--- config.mk ---
export PLATFORM = sky130hd
export DESIGN_NAME = reset_option_loader
export DESIGN_NICKNAME = d
export VERILOG_FILES = /design/src/include/option_loader_pkg.sv /design/src/core/reset_option_loader.sv /design/src/core/option_decode.sv
export SDC_FILE = /design/constraint.sdc
export NUM_CORES = 1
export LEC_CHECK = 0
export BUFFER_PORTS_ARGS = -buffer_cell sky130_fd_sc_hd__buf_2
export CORE_UTILIZATION = 40
export CTS_CLUSTER_DIAMETER = 40
export CTS_CLUSTER_SIZE = 30
export DETAILED_ROUTE_END_ITERATION = 8
export PLACE_DENSITY = 0.79
export SKIP_CTS_REPAIR_TIMING = 1
export SYNTH_ARGS = -nofsm -noshare
export SYNTH_HDL_FRONTEND = slang
export SYNTH_SLANG_ARGS = --single-unit
--- constraint.sdc ---
create_clock -name pclk -period 2.1 [get_ports pclk]
set_clock_uncertainty 0.05 [all_clocks]
set_input_delay 0.21 -clock pclk [delete_from_list [all_inputs] [get_ports pclk]]
set_output_delay 0.21 -clock pclk [all_outputs]
set_load 0.01 [all_outputs]
--- src/include/option_loader_pkg.sv ---
// Purpose: Constants and carrier types for the reset option loader
// Assumes: 32-bit APB, 24-bit global flash addresses, byte-wide option fetch
// Notes:   Overview of operation
package option_loader_pkg;
   localparam logic [23:0] OPTION_ADDR      = 24'hff_fe0e;
   localparam logic [23:0] BANDGAP_ADDR     = 24'h1f_c040;
   localparam int          RATE_POS         = 0;
   localparam int          RATE_W           = 3;
   localparam int          WINDOW_POS       = 3;
   localparam logic [2:0]  RATE_RESET       = 3'h0;
   localparam logic        WINDOW_RESET     = 1'b0;
   localparam logic [11:0] BANDGAP_RESET    = 12'h000;
   localparam int          BANDGAP_SAMPLES  = 8;
   // APB register offsets (byte addresses)
   localparam logic [7:0]  REG_STATUS       = 8'h00;
   localparam logic [7:0]  REG_WATCHDOG     = 8'h04;
   localparam logic [7:0]  REG_BANDGAP      = 8'h08;
   localparam logic [7:0]  REG_RELOAD       = 8'h0c;
   localparam int          ST_DONE_POS      = 0;
   localparam int          ST_BUSY_POS      = 1;
   localparam int          WD_WINDOW_POS    = 3;

   typedef struct packed {
      logic [2:0] watchdog_rate_field;
      logic       watchdog_window_bit;
   } watchdog_cfg_s;

   typedef enum logic [2:0] {
      ST_IDLE   = 3'b000,
      ST_OPT_RQ = 3'b001,
      ST_OPT_WT = 3'b010,
      ST_BG_RQ  = 3'b011,
      ST_BG_WT  = 3'b100,
      ST_DONE   = 3'b101
   } load_state_e;
endpackage

--- src/core/reset_option_loader.sv ---
// Purpose: Loads watchdog options and bandgap reference from flash at every reset
// Assumes: Flash read port answers with flash_rvalid one or more cycles after flash_req
// Notes:   cpu_hold_n stays low until both words are captured
//
// The implementer's own choices: the address map and register access over APB.
`timescale 1ns/1ps
`default_nettype none
module reset_option_loader
(
   input  wire logic        pclk,
   input  wire logic        presetn,
   input  wire logic        psel,
   input  wire logic        penable,
   input  wire logic        pwrite,
   input  wire logic [7:0]  paddr,
   input  wire logic [31:0] pwdata,
   output logic      [31:0] prdata,
   output logic             pready,
   output logic             pslverr,
   output logic             flash_req,
   output logic      [23:0] flash_addr,
   output logic             flash_abort,
   input  wire logic        flash_rvalid,
   input  wire logic [15:0] flash_rdata,
   output logic             cpu_hold_n,
   output logic      [2:0]  watchdog_rate_field,
   output logic             watchdog_window_bit,
   output logic      [11:0] bandgap_reference
);
   option_loader_pkg::load_state_e   state;
   option_loader_pkg::watchdog_cfg_s decoded;
   logic                             reload;
   logic                             access;
   logic                             write_done;

   option_decode u_decode
   (
      .option_byte (flash_rdata[7:0]),
      .cfg         (decoded)
   );

   assign access = psel && penable;
   // Writes act only at the edge where pready is seen high
   assign write_done = access && pready && pwrite;

   // Reload strobe lets software rerun the sequence without a full reset
   always_ff @(posedge pclk or negedge presetn)
   begin
      if (!presetn)
         reload <= 1'b0;
      else
         reload <= write_done && (paddr == option_loader_pkg::REG_RELOAD) && pwdata[0]
                   && (state == option_loader_pkg::ST_DONE);
   end

   // Sequencer restarts from idle on any reset, so a pending read dies with it
   always_ff @(posedge pclk or negedge presetn)
   begin
      if (!presetn)
         state <= option_loader_pkg::ST_IDLE;
      else
         case (state)
            option_loader_pkg::ST_IDLE:   state <= option_loader_pkg::ST_OPT_RQ;
            option_loader_pkg::ST_OPT_RQ: state <= option_loader_pkg::ST_OPT_WT;
            option_loader_pkg::ST_OPT_WT: if (flash_rvalid) state <= option_loader_pkg::ST_BG_RQ;
            option_loader_pkg::ST_BG_RQ:  state <= option_loader_pkg::ST_BG_WT;
            option_loader_pkg::ST_BG_WT:  if (flash_rvalid) state <= option_loader_pkg::ST_DONE;
            option_loader_pkg::ST_DONE:   if (reload) state <= option_loader_pkg::ST_IDLE;
            default:                      state <= option_loader_pkg::ST_IDLE;
         endcase
   end

   // Flash request port
   always_ff @(posedge pclk or negedge presetn)
   begin
      if (!presetn)
      begin
         flash_req  <= 1'b0;
         flash_addr <= 24'h00_0000;
      end
      else
      begin
         flash_req <= (state == option_loader_pkg::ST_IDLE) || (state == option_loader_pkg::ST_OPT_WT && flash_rvalid);
         if (state == option_loader_pkg::ST_IDLE)
            flash_addr <= option_loader_pkg::OPTION_ADDR;
         else if (state == option_loader_pkg::ST_OPT_WT && flash_rvalid)
            flash_addr <= option_loader_pkg::BANDGAP_ADDR;
      end
   end

   // Abort is held through reset and the first cycle after it
   always_ff @(posedge pclk or negedge presetn)
   begin
      if (!presetn)
         flash_abort <= 1'b1;
      else
         flash_abort <= 1'b0;
   end

   // Captured values
   always_ff @(posedge pclk or negedge presetn)
   begin
      if (!presetn)
      begin
         watchdog_rate_field <= option_loader_pkg::RATE_RESET;
         watchdog_window_bit <= option_loader_pkg::WINDOW_RESET;
      end
      else if (state == option_loader_pkg::ST_OPT_WT && flash_rvalid)
      begin
         watchdog_rate_field <= decoded.watchdog_rate_field;
         watchdog_window_bit <= decoded.watchdog_window_bit;
      end
   end

   // Stored value is already the eight-sample mean; only the upper 12 bits carry data
   always_ff @(posedge pclk or negedge presetn)
   begin
      if (!presetn)
         bandgap_reference <= option_loader_pkg::BANDGAP_RESET;
      else if (state == option_loader_pkg::ST_BG_WT && flash_rvalid)
         bandgap_reference <= flash_rdata[15:4];
   end

   // Hold released only after both captures have landed
   always_ff @(posedge pclk or negedge presetn)
   begin
      if (!presetn)
         cpu_hold_n <= 1'b0;
      else
         cpu_hold_n <= (state == option_loader_pkg::ST_DONE) && !reload;
   end

   // APB slave, one wait state
   always_ff @(posedge pclk or negedge presetn)
   begin
      if (!presetn)
      begin
         pready  <= 1'b0;
         pslverr <= 1'b0;
         prdata  <= 32'h0000_0000;
      end
      else
      begin
         pready  <= access && !pready;
         pslverr <= 1'b0;
         prdata  <= 32'h0000_0000;
         if (access && !pready)
         begin
            if (paddr == option_loader_pkg::REG_STATUS)
               prdata <= {30'h0, state != option_loader_pkg::ST_DONE, state == option_loader_pkg::ST_DONE};
            else if (paddr == option_loader_pkg::REG_WATCHDOG)
               prdata <= {28'h0, watchdog_window_bit, watchdog_rate_field};
            else if (paddr == option_loader_pkg::REG_BANDGAP)
               prdata <= {20'h0, bandgap_reference};
            else if (paddr == option_loader_pkg::REG_RELOAD)
               prdata <= 32'h0000_0000;
            else
               pslverr <= 1'b1;
         end
      end
   end

   chk_hold_until_done: assert property (@(posedge pclk) disable iff (!presetn)
      cpu_hold_n |-> $past(state) == option_loader_pkg::ST_DONE)
      else $error("cpu released before load done");
   chk_rate_inverted: assert property (@(posedge pclk) disable iff (!presetn)
      (state == option_loader_pkg::ST_OPT_WT && flash_rvalid) |=> watchdog_rate_field == ~$past(flash_rdata[2:0]))
      else $error("rate not inverse of option");
   chk_window_inverted: assert property (@(posedge pclk) disable iff (!presetn)
      (state == option_loader_pkg::ST_OPT_WT && flash_rvalid) |=> watchdog_window_bit == ~$past(flash_rdata[3]))
      else $error("window not inverse of option");
   chk_option_fetch: assert property (@(posedge pclk) disable iff (!presetn)
      (state == option_loader_pkg::ST_OPT_RQ) |-> flash_req && flash_addr == option_loader_pkg::OPTION_ADDR)
      else $error("option fetch address wrong");
   chk_bandgap_fetch: assert property (@(posedge pclk) disable iff (!presetn)
      (state == option_loader_pkg::ST_BG_RQ) |-> flash_req && flash_addr == option_loader_pkg::BANDGAP_ADDR)
      else $error("bandgap fetch address wrong");
   chk_bandgap_justify: assert property (@(posedge pclk) disable iff (!presetn)
      (state == option_loader_pkg::ST_BG_WT && flash_rvalid) |=> bandgap_reference == $past(flash_rdata[15:4]))
      else $error("bandgap not left justified");
   chk_valid_before_release: assert property (@(posedge pclk) disable iff (!presetn)
      $rose(cpu_hold_n) |-> $stable(watchdog_rate_field) && $stable(watchdog_window_bit))
      else $error("watchdog values changed at release");
   chk_abort_cleared: assert property (@(posedge pclk) disable iff (!presetn)
      flash_abort |=> !flash_abort ##1 !flash_abort)
      else $error("abort stuck");
   chk_hold_during_load: assert property (@(posedge pclk) disable iff (!presetn)
      (state != option_loader_pkg::ST_DONE) |=> !cpu_hold_n)
      else $error("cpu not held during load");
   chk_reload_when_done: assert property (@(posedge pclk) disable iff (!presetn)
      reload |-> $past(state) == option_loader_pkg::ST_DONE)
      else $error("reload accepted while busy");
   chk_rate_hold: assert property (@(posedge pclk) disable iff (!presetn)
      (state == option_loader_pkg::ST_DONE && $past(state) == option_loader_pkg::ST_DONE)
      |-> $stable(watchdog_rate_field) && $stable(watchdog_window_bit))
      else $error("watchdog values moved after load");
   chk_req_pulse: assert property (@(posedge pclk) disable iff (!presetn)
      flash_req |=> !flash_req)
      else $error("flash request longer than one cycle");
   chk_ready_pulse: assert property (@(posedge pclk) disable iff (!presetn)
      pready |=> !pready)
      else $error("pready longer than one cycle");
   chk_idle_prdata: assert property (@(posedge pclk) disable iff (!presetn)
      !pready |-> prdata == 32'h0000_0000)
      else $error("read data outside answer cycle");
   chk_slverr_ready: assert property (@(posedge pclk) disable iff (!presetn)
      pslverr |-> pready)
      else $error("slave error without ready");
   cov_load_done: cover property (@(posedge pclk) disable iff (!presetn) $rose(cpu_hold_n));
   cov_slow_flash: cover property (@(posedge pclk) disable iff (!presetn)
      state == option_loader_pkg::ST_OPT_WT && !flash_rvalid);
   cov_window_off: cover property (@(posedge pclk) disable iff (!presetn)
      cpu_hold_n && !watchdog_window_bit);
   cov_reload: cover property (@(posedge pclk) disable iff (!presetn) reload);
   cov_bad_addr: cover property (@(posedge pclk) disable iff (!presetn) pslverr);
endmodule // reset_option_loader
`default_nettype wire

--- src/core/option_decode.sv ---
// Purpose: Turns the flash option byte into watchdog configuration
// Assumes: Pure combinational, same clock domain as caller
// Notes:   Both fields are stored inverted so erased flash yields the slowest, window-off setting
`timescale 1ns/1ps
`default_nettype none
module option_decode
(
   input  wire logic [7:0]                        option_byte,
   output var  option_loader_pkg::watchdog_cfg_s  cfg
);
   always_comb
   begin
      cfg.watchdog_rate_field = ~option_byte[option_loader_pkg::RATE_POS +: option_loader_pkg::RATE_W];
      cfg.watchdog_window_bit = ~option_byte[option_loader_pkg::WINDOW_POS];
   end
endmodule // option_decode
`default_nettype wire

; ---- After elaboration in Yosys (flattened, before gate mapping)
; Cells that the tools add are included.
[totals]
out_inout_bits = 77
mem_bits_rw = 0
wordCells = 58
in_bits = 62
romBits = 0
n_memories = 0
latch_bits = 0
register_bits = 81
[classes]
n_eq_ne = 12
bitwise = 2
mux = 15
shift = 0
n_div = 0
n_addsub = 0
mul = 0
n_lt_le_gt_ge = 0
reduce_logical = 17
[op_table]
columns = cell, n
row1 = two-way mux 12 bit, 4
row2 = two-way mux 24 bit, 2
row3 = one-hot mux 3 bit (6 select lines), 1
row4 = "== test 8 x 4 -> 1 bit, second input constant", 2
row5 = logical AND 1 bit, 10
row6 = two-way mux 3 bit, 3
row7 = "== test 8 x 3 -> 1 bit, second input constant", 1
row8 = logical NOT 8 bit, 1
row9 = "== test 3 x 2 -> 1 bit, second input constant", 2
row10 = "== test 3 bit, second input constant", 2
row11 = "!= test 2 bit, second input constant", 3
row12 = two-way mux 1 bit, 5
row13 = "== test 3 x 1 -> 1 bit, second input constant", 1
row14 = logical NOT 3 bit, 1
row15 = "!= test 3 bit, second input constant", 1
row16 = inverter 3 bit, 1
row17 = AND reduction 3 bit, 1
row18 = logical NOT 1 bit, 2
row19 = nonzero test 2 bit, 1
row20 = logical OR 1 bit, 1
row21 = inverter 1 bit, 1

; ---- Logic depth before layout (Yosys ltp)
; Gate-level depths: netlist of the first run.
[logic_depth]
ltp_word = 6
depth_mapped = 5
depth_no_buf = 3

; ---- Hierarchy
; From an unflattened synthesis of the first run, not the netlist that was laid out.
[hier_totals]
cells_unflattened = 159
area_unflattened_um2 = 1928.1
[modules_own_cells]
columns = mod, area_each_um2, n_inst, seq_area_each_um2, cells_per_inst
row1 = reset_option_loader, 1913.1, 1, 1002.2, 155
row2 = option_decode, 15.0, 1, 0.0, 4

; ---- Worst setup path after synthesis of the first run
; No wires, ideal clock.
[synth_timing]
kind = register -> register
from = reg state[0]
to = reg bandgap_reference[10]
path_stages_with_launch = 5
path_buffers = 2
path_slack_ns = 0.605
arrival_time_ns = 1.320
path_cell_list = dfrtp_1 > buf_6 > nor4b_4 > buf_8 > mux2_4
[synth_via]
elab_chain_len = 2
[synth_rtl]
columns = element, line_no
row1 = "start, declared", reset_option_loader.sv:30  ; option_loader_pkg::load_state_e state;
row2 = "start signal, assigned", reset_option_loader.sv:60  ; state <= option_loader_pkg::ST_IDLE;
row3 = "start signal, assigned", reset_option_loader.sv:63  ; option_loader_pkg::ST_IDLE: state <= option_loader_pkg::ST_OPT_RQ;
row4 = "start signal, assigned", reset_option_loader.sv:64  ; option_loader_pkg::ST_OPT_RQ: state <= option_loader_pkg::ST_OPT_WT;
row5 = == test 3 bit, reset_option_loader.sv:120  ; else if (state == option_loader_pkg::ST_BG_WT && flash_rvalid)
row6 = logical AND 1 bit, reset_option_loader.sv:120
row7 = "end signal, assigned", reset_option_loader.sv:119  ; bandgap_reference <= option_loader_pkg::BANDGAP_RESET;
row8 = "end signal, assigned", reset_option_loader.sv:121  ; bandgap_reference <= flash_rdata[15:4];
row9 = "end, declared", reset_option_loader.sv:28  ; output logic [11:0] bandgap_reference
; Every way passes these cells.
; A chain may end at the register's enable or synchronous reset.

; ---- Worst setup path after layout of the first run
[layout_timing]
from = reg state[0]
to = reg bandgap_reference[0]
; Same word-level chain as after synthesis.

==> impl_metrics.json, run 1 <==
{
  "synth-compound-area-share_pct": 5.232,
  "fin_crit_ns": 1.632,
  "swShare_pct": 34.24,
  "r2r-start": "state[0]",
  "clk_latency_ns": 0.29,
  "post-route-drc-count": 9,
  "start_util_pct": 42.76,
  "grt_pass1_vias": 1149,
  "gp_congestion": 0.7251,
  "status": "finished, violations left",
  "dr.pass1.iters": 6,
  "internal_power_uw": 1773,
  "viasPerCell": 4.509,
  "dp_cells": 275,
  "die_y_um": 71.16,
  "ios": 139,
  "htree_levels": 2,
  "pwr-share-seq_pct": 45.1,
  "grt_max_degree": 41,
  "drive_gt1_share_pct": 45.89,
  "reg2reg_to": "bandgap_reference[0]",
  "synth_area_leaders": "dfrtp_1 (51%), buf_4 (16%), mux2_4 (7.8%)",
  "grt.total_usage_pct": 14.27,
  "rr_worst_depth": 3,
  "hold_class": "in2async",
  "insertedDiodeCount": 0,
  "fmax_mhz": 612.9,
  "yosysSeqAreaShare_pct": 52.39,
  "synth_top_family_by_area": "buffers and inverters",
  "setup_tns_ns": 0,
  "area_delta_synth_final_pct": 16.22,
  "synth_cell_types": 35,
  "critPathCaptureType": "flop",
  "p_leak_uw": 0.001215,
  "synth_mux_area_share_pct": 9.026,
  "yosys_register_bits": 40,
  "cap_violations": 0,
  "min_period_over_period_pct": 77.69,
  "cts_buffers": 5,
  "antenna_found_initial": 0,
  "whs_ns": -0.01578,
  "cts.sink_count": 40,
  "criticalPathCategory": "reg2reg",
  "switchingPower_uw": 923.1,
  "hpwl_mm": 2.623,
  "yosysTopAreaCell": "dfrtp_1",
  "final_max_slew_viol_count": 0,
  "rrSetupSlack_ns": 0.47,
  "cp.required_ns": 2.22,
  "syn_area_um2": 1913,
  "cts_buffer_depth": 2,
  "nets": 292,
  "clock-root-buffer": "clkbuf_8",
  "p_per_area_nw_per_um2": 1212,
  "synth_top_area_share_pct": 51.01,
  "synthCells": 163,
  "portBuffers": 82,
  "yosys.area_share.simple_pct": 12.43,
  "instances_no_fill": 283,
  "cts_tree": "built",
  "violations": "design-rule violations, negative hold slack",
  "pwr-share-clk_pct": 20.2,
  "combinationalPowerShare_pct": 34.7,
  "peakVddDrop_mv": 0.3634,
  "die_area_um2": 5063,
  "hold_viol": 29,
  "clk_pin_slew_ns": 0.08,
  "rsz0062_at_grt": "false",
  "grt_first_pass_wirelength_mm": 5.361,
  "synth-adder-area-share_pct": 0.5232,
  "arrival_ns": 1.76,
  "ys_warn_count": 0,
  "tightestPinTransition_ns": 0.8700,
  "grt.overflow.total": 0,
  "avgSynthCellArea_um2": 11.74,
  "die_w_um": 71.16,
  "start_kind": "flop",
  "path_max_fanout": 12,
  "rows": 24,
  "finalSetupViolations": 0,
  "wl_per_cell_um": 12.61,
  "num_vias": 1276,
  "synth_xor_area_share_pct": 0.4578,
  "core_region_area_um2": 4474,
  "dr.first_iter.drc_count": 64,
  "antenna_left": 0,
  "maxSlewHeadroom_pct": 42.00,
  "routed_wl_mm": 3.569
}
[worst max-delay path by stage]
stage / start / to / depth (start not counted)
final: state[0] / bandgap_reference[0] / 3
after global routing: state[0] / bandgap_reference[0] / 3
after CTS: state[0] / bandgap_reference[0] / 3
after detailed placement: state[0] / bandgap_reference[0] / 3
after global placement: state[0] / bandgap_reference[0] / 3
after floorplan: state[0] / bandgap_reference[10] / 4
[synthesized netlist by cell type]
master and count:
clkbuf_1 2, a21oi_1 7, o22ai_1 1, nand4_1 2, nand3b_1 1, xnor2_1 1
dfstp_2 1, buf_6 1, a22oi_1 3, nand3_1 2, and2_1 1, nor4b_4 1
and3b_1 1, nor3_1 1, conb_1 1, nor4_1 1, nor2_1 14, a21o_1 1
maj3_1 1, inv_1 3, nand2_1 4, nor2b_1 2, o21ai_0 2, buf_4 41
buf_2 2, mux2_2 2, or2_2 1, a21boi_0 1, buf_8 2, dfrtp_1 39
mux2_4 10, and4bb_2 1, and3_1 8, and4_1 1, o2111a_1 1
[flip-flops by register name, indices dropped and copies added, names as in the netlist]
register / flops
bandgap_reference: 12
flash_req: 1
watchdog_rate_field: 3
state: 3
pready: 1
pslverr: 1
flash_addr: 3
cpu_hold_n: 1
prdata: 12
flash_abort: 1
watchdog_window_bit: 1
reload: 1
[critical path, cell delays in order, from the launching register on]
cell and delay [ns]:
dfrtp_1 0.50, nor4b_4 0.32, buf_4 0.29, mux2_2 0.36
[layer usage]
| layer | track usage, % | share of wire [%] | vias up |
|---|---|---|---|
| li1 | - | - | 611 |
| met1 | 17.36 | 44 | 593 |
| met2 | 21.80 | 47 | 64 |
| met3 | 3.989 | 7.0 | 8 |
| met4 | 10.22 | 2.4 | 0 |
| met5 | 0 | 0 | - |
[cell usage in the layout, fill, tap and decap left out, types with 3 or more instances in the layout]
cell and instances:
mux2_4 10, nor2_1 14, conb_1 26, and3_1 8, buf_2 82, a21oi_1 7, nand2_1 4, dfrtp_1 39
a22oi_1 3, clkbuf_8 7, inv_1 3
[metrics by stage]
step / setup WS (ns) / hold WS, ns / total power, uW / area [um2] / util (%)
after floorplan: 0.6050 / -0.1356 / 1972 / 2007 / -
after global placement: 0.5224 / 0.3074 / 2130 / 2123 / 47.46
after detailed placement: 0.4804 / 0.3059 / 2174 / 2123 / 47.46
after CTS: 0.4561 / -0.007901 / 2721 / 2223 / 49.69
after global routing: 0.3920 / 0.02795 / 2850 / 2223 / 49.69
final: 0.4685 / -0.01578 / 2696 / 2223 / 49.69
[kinds of logic (layout without fill, tap and decap cells)]
kind of cell / Yosys count / after routing
flip-flops: 40 / 40
adder cells (fa/ha/maj): 1 / 1
XOR/XNOR: 1 / 1
multiplexers: 12 / 12
other: 1 / 26
AND/OR/NAND/NOR: 41 / 41
AO/OA/AOI/OAI: 16 / 16
buffers and inverters: 51 / 94
[layout make-up]
| class | count | area (um2) |
|---|---|---|
| multi-input cells | 97 | 626.9 |
| inverters | 3 | 11.26 |
| repair buffers | 83 | 417.9 |
| fillers | 412 | 2251 |
| flip-flops and latches | 40 | 1002 |
| clock buffers | 8 | 100.1 |
| well taps | 52 | 65.06 |
[power by group through the flow]
stage	combinational (uW)	clock (uW)	sequential [uW]
6_report	935	545	1220
5_1_grt	1020	587	1250
4_1_cts	948	556	1220
3_5_place_dp	946	0	1230
3_3_place_gp	917	0	1210
2_1_floorplan	733	0	1240
No activity file was read; power rests on OpenSTA's default activity.
==> inputs of run 2 (changes only) <==
--- a/config.mk
+++ b/config.mk
@@ -5,12 +5,13 @@
 export SDC_FILE = /design/constraint.sdc
 export NUM_CORES = 1
 export LEC_CHECK = 0
+export ABC_AREA = 1
 export BUFFER_PORTS_ARGS = -buffer_cell sky130_fd_sc_hd__buf_2
-export CORE_UTILIZATION = 40
+export CORE_UTILIZATION = 37
 export CTS_CLUSTER_DIAMETER = 40
 export CTS_CLUSTER_SIZE = 30
 export DETAILED_ROUTE_END_ITERATION = 8
-export PLACE_DENSITY = 0.79
+export PLACE_DENSITY = 0.76
 export SKIP_CTS_REPAIR_TIMING = 1
 export SYNTH_ARGS = -nofsm -noshare
 export SYNTH_HDL_FRONTEND = slang
==> constraint.sdc (replaced) <==
create_clock -name pclk -period 1.5 [get_ports pclk]
set_clock_uncertainty 0.05 [all_clocks]
set_input_delay 0.15 -clock pclk [delete_from_list [all_inputs] [get_ports pclk]]
set_output_delay 0.15 -clock pclk [all_outputs]
set_load 0.01 [all_outputs]
==> impl_metrics.json, run 2 <==
{
  "status": "finished, violations left",
  "violations": "negative hold slack",
  "avgSynthCellArea_um2": 8.758,
  "reg2reg_to": "bandgap_reference[8]",
  "cts_tree": "built",
  "grt_max_degree": 25,
  "hold-path-endpoint": "watchdog_rate_field[1]",
  "hold_viol": 1,
  "arrival_ns": 1.44,
  "hpwl_mm": 2.979,
  "ys.flop_type": "dfrtp_1",
  "dr.pass1.iters": 5,
  "synthArstFlopShare_pct": 100.0,
  "p_per_area_nw_per_um2": 1518,
  "grt.overflow.total": 0,
  "clk_pin_slew_ns": 0.08,
  "die_area_um2": 5646,
  "yosysTopAreaCell": "dfrtp_1",
  "grt_use_met1_pct": 16.75,
  "grt-busiest-layer": "met2",
  "yosys.area_share.simple_pct": 19.66,
  "routed_wl_mm": 3.936,
  "instances_no_fill": 370,
  "portBuffers": 82,
  "fillerInstances": 544,
  "cts_buffers": 5,
  "final_cell_mix": "buf_2 (82), dfrtp_1 (39), nand2_1 (33)",
  "final_max_slew_viol_count": 0,
  "finalSetupViolations": 0,
  "nets": 361,
  "postLayoutCoreUtil_pct": 46.84,
  "ys_warn_count": 0,
  "antenna_left": 0,
  "yosys_register_bits": 40,
  "rsz0062_at_grt": "false",
  "synth_top_area_share_pct": 49.30,
  "cp_top_family": "flip-flops",
  "grt_first_pass_wirelength_mm": 5.878,
  "worstPathCellList": "nand4_4, o21ai_0",
  "min_from": "flash_rdata[1]",
  "fin_crit_ns": 1.300,
  "post-route-drc-count": 0,
  "core_region_area_um2": 5140,
  "dr.first_iter.drc_count": 72,
  "cp.required_ns": 1.64,
  "min_period_over_period_pct": 86.67,
  "rows": 26,
  "clk_latency_ns": 0.29,
  "synth_common_cells": "buf_4 (42), dfrtp_1 (39), nand2_1 (33), inv_1 (29), nand3_1 (20)",
  "synth_mux_area_share_pct": 0,
  "area_delta_synth_final_pct": 21.62,
  "synth_xor_area_share_pct": 0,
  "start_kind": "flop",
  "rrSetupSlack_ns": 0.20,
  "whs_ns": -0.0001275,
  "htree_levels": 2,
  "clock-root-buffer": "clkbuf_8",
  "insertedDiodeCount": 0,
  "grt.total_usage_pct": 14.28,
  "peakVddDrop_mv": 0.6456,
  "synth-compound-area-share_pct": 6.068,
  "setup_tns_ns": 0,
  "grt_pass1_vias": 1323,
  "wl_per_cell_um": 10.64,
  "cap_violations": 0,
  "fmax_mhz": 769.2,
  "die_w_um": 75.14,
  "yosysSeqAreaShare_pct": 50.63,
  "criticalPathCategory": "reg2reg",
  "dp_cells": 360,
  "largestRegisters": "bandgap_reference: 12 flops, prdata: 12 flops",
  "start_util_pct": 38.51,
  "path_max_fanout": 24,
  "synthCells": 226,
  "cts_buffer_depth": 2,
  "antenna_found_initial": 0,
  "cts.sink_count": 40,
  "ios": 139,
  "gp_congestion": 0.7849,
  "synth_cell_types": 22,
  "drive_gt1_share_pct": 34.67,
  "cp_slowest_cell": "dfrtp_1",
  "syn_area_um2": 1979,
  "globalRouteMet2Util_pct": 24.92,
  "die_y_um": 75.14,
  "final_common_cell": "buf_2",
  "p_leak_uw": 0.001372,
  "met3_usage_pct": 3.481,
  "rr_worst_depth": 2,
  "synth_most_common_cell": "buf_4",
  "r2r-start": "state[2]",
  "synth-edff-count": 0,
  "num_vias": 1574,
  "hold_class": "in2reg",
  "cp_num_buf_inv": 0,
  "synth_area_leaders": "dfrtp_1 (49%), buf_4 (16%), nand2_1 (6.3%)",
  "cpPeakStageDelay_ns": 0.52,
  "min_delay_path_depth": 2,
  "synth_top_family_by_area": "buffers and inverters",
  "synth-adder-area-share_pct": 0,
  "critPathCaptureType": "flop",
  "viasPerCell": 4.254
}
## run 2: cell count changes in the layout (fill, tap and decap cells not counted), sizes merged, moves of 3 or more
cell and delta:
inv +30, mux2 -12, nand2 +32, o21ai +16, nor2 +4, a22oi -3, nand3 +18, and3 -8
nor3b +3
## run 2: kinds of logic (layout without fill, tap and decap cells)
family	after synthesis	after routing
AO/OA/AOI/OAI	24	24
buffers and inverters	79	128
flip-flops	40	40
other	1	26
AND/OR/NAND/NOR	82	82
## run 2: worst max path at each step
stage	start	endpoint	slack, ns	cells past startpoint
after floorplan	state[2]	bandgap_reference[10]	0.41	4
after global placement	state[2]	reload	0.28	2
after detailed placement	state[1]	bandgap_reference[6]	0.21	3
after CTS	state[1]	bandgap_reference[6]	0.19	3
after global routing	state[1]	bandgap_reference[8]	0.06	3
final	state[2]	bandgap_reference[8]	0.20	2
## run 2: power by group
| group | leakage, uW | internal [uW] | switching, uW |
|---|---|---|---|
| logic | 0.000796 | 447 | 681 |
| registers | 0.000515 | 1360 | 257 |
| clock network | 0.0000614 | 544 | 370 |
## run 2: cell type report
cell class | instances | area (um2) | area share [%]
Sequential cell | 40 | 1002 | 41.63
Multi-Input combinational cell | 132 | 606.8 | 25.21
Timing Repair Buffer | 87 | 465.4 | 19.33
Inverter | 33 | 123.9 | 5.146
Tap cell | 70 | 87.58 | 3.638
Clock buffer | 6 | 82.58 | 3.430
Clock inverter | 2 | 38.79 | 1.611
## run 2: metrics by stage
step / setup slack [ns] / hold slack (ns) / total power (uW) / area [um2]
final: 0.2000 / -0.0001275 / 3655 / 2407
after global routing: 0.06110 / 0.004388 / 3903 / 2407
after global placement: 0.2752 / 0.06539 / 2708 / 2266
after floorplan: 0.4111 / -0.1956 / 2414 / 2073
after detailed placement: 0.2078 / 0.06567 / 2763 / 2266
after CTS: 0.1920 / -0.2525 / 3698 / 2387
## run 2: per-layer routing
| layer | wire, um | vias up |
|---|---|---|
| met5 | 0 | - |
| met4 | 74 | 0 |
| met3 | 251 | 7 |
| met2 | 1952 | 75 |
| met1 | 1658 | 712 |
| li1 | - | 780 |
==> inputs of run 3 (changes only) <==
--- a/config.mk
+++ b/config.mk
@@ -5,13 +5,12 @@
 export SDC_FILE = /design/constraint.sdc
 export NUM_CORES = 1
 export LEC_CHECK = 0
-export ABC_AREA = 1
 export BUFFER_PORTS_ARGS = -buffer_cell sky130_fd_sc_hd__buf_2
-export CORE_UTILIZATION = 37
+export CORE_UTILIZATION = 36
 export CTS_CLUSTER_DIAMETER = 40
 export CTS_CLUSTER_SIZE = 30
 export DETAILED_ROUTE_END_ITERATION = 8
-export PLACE_DENSITY = 0.76
+export PLACE_DENSITY = 0.75
 export SKIP_CTS_REPAIR_TIMING = 1
 export SYNTH_ARGS = -nofsm -noshare
 export SYNTH_HDL_FRONTEND = slang
==> impl_metrics.json, run 3 (synthesized netlist as in run 1, its figures left out) <==
{
  "grt_pass1_vias": 1134,
  "critPathCaptureType": "flop",
  "status": "completed",
  "met3_usage_pct": 3.882,
  "grt_use_met1_pct": 15.97,
  "worst_slack_ns": 0.08017,
  "setup_tns_ns": 0,
  "cts_buffer_depth": 2,
  "dr.pass1.iters": 4,
  "fmax_mhz": 704.3,
  "rsz0062_at_grt": "false",
  "die_w_um": 74.90,
  "register_area_um2": 1002,
  "portBuffers": 82,
  "p_leak_uw": 0.001265,
  "cp.required_ns": 1.62,
  "hold_viol": 0,
  "insertedDiodeCount": 0,
  "antenna_left": 0,
  "rows": 26,
  "cts.sink_count": 40,
  "antenna_found_initial": 0,
  "ios": 139,
  "clk_latency_ns": 0.29,
  "area_delta_synth_final_pct": 23.48,
  "cap_violations": 0,
  "routed_wl_mm": 3.668,
  "finalSetupViolations": 0,
  "grt_first_pass_wirelength_mm": 5.457,
  "die_area_um2": 5610,
  "grt-busiest-layer": "met2",
  "wl_per_cell_um": 11.83,
  "arrival_ns": 1.54,
  "drive_gt1_share_pct": 46.25,
  "num_vias": 1311,
  "nets": 301,
  "peakVddDrop_mv": 0.5681,
  "gp_congestion": 0.7743,
  "min_period_over_period_pct": 94.66,
  "start_kind": "flop",
  "pre_cts_ws_ns": 0.07189,
  "cts_buffers": 5,
  "grt_max_degree": 23,
  "tightestPinTransition_ns": 0.6922,
  "final_common_cell": "buf_2",
  "cts_tree": "built",
  "final_max_slew_viol_count": 0,
  "post-route-drc-count": 0,
  "criticalPathCategory": "reg2reg",
  "grt.total_usage_pct": 13.59,
  "largestRegisters": "bandgap_reference: 12 flops, prdata: 12 flops",
  "hold_class": "in2reg",
  "die_y_um": 74.90,
  "htree_levels": 2,
  "fin_crit_ns": 1.420,
  "path_max_fanout": 12,
  "multiInputGateArea_um2": 626.9,
  "start_util_pct": 37.46,
  "globalRouteMet2Util_pct": 22.62,
  "p_per_area_nw_per_um2": 1669,
  "grt.overflow.total": 0,
  "final_cell_mix": "buf_2 (82), dfrtp_1 (39), conb_1 (26)",
  "viasPerCell": 4.229,
  "dr.first_iter.drc_count": 35,
  "hpwl_mm": 2.732,
  "clk_pin_slew_ns": 0.08,
  "maxSlewHeadroom_pct": 53.76,
  "clock-root-buffer": "clkbuf_8",
  "core_region_area_um2": 5107,
  "fillerInstances": 486
}
## run 3: cell count changes in the layout (fill, tap and decap cells not counted), sizes merged, moves of 2 or more
cell         delta
buf             +2
nor3b           -3
mux2           +12
dlygate4sd3     +3
inv            -30
nand3          -18
nor2b           +2
nand2          -32
and3            +8
a22oi           +3
o21ai          -16
nor2            -4
## run 3: worst paths after layout
path,from,to,slack [ns],cells past startpoint
max reg2reg,state[1],bandgap_reference[0],0.08,3
min reg2reg,reload,cpu_hold_n,0.43,1
max,state[1],bandgap_reference[0],0.08,3
min,flash_rdata[14],bandgap_reference[10],0.04,2
min in group asynchronous,presetn,prdata[4],0.28,2
max in group asynchronous,presetn,state[1],0.65,3
## run 3: metal layers
layer,up-vias,wire length [um]
met3,6,238
met4,0,77
li1,626,-
met1,618,1548
met5,-,0
met2,61,1803
## run 3: cell type report
cell class              instances  area share (%)
clock buffers                   5           2.913
clock inverters                 3           1.801
inverters                       3          0.4767
multi-input cells              97           26.54
flip-flops and latches         40           42.43
well taps                      70           3.708
repair buffers                 92           22.14
## run 3: where the power goes
part | leakage [uW] | switching (uW) | internal, uW
combinational | 0.000708 | 713 | 745
clock | 0.0000541 | 367 | 492
sequential | 0.000503 | 236 | 1390
## run 3: critical path, cell delays in order, from the launching register on
cell and delay, ns:
dfrtp_1 0.41, nor4b_4 0.31, buf_12 0.20, mux2_2 0.34
## run 3: metrics by stage
| step | hold WS [ns] | cell area (um2) | std cells | util, % | total power, uW |
|---|---|---|---|---|---|
| after global placement | 0.06054 | 2201 | 297 | 43.09 | 3057 |
| final | 0.03525 | 2362 | 310 | 46.25 | 3942 |
| after CTS | -0.2582 | 2312 | 305 | 45.27 | 3975 |
| after global routing | 0.02448 | 2362 | 310 | 46.25 | 4226 |
| after detailed placement | 0.06149 | 2201 | 297 | 43.09 | 3107 |
| after floorplan | -0.1956 | 2007 | 188 | - | 2761 |
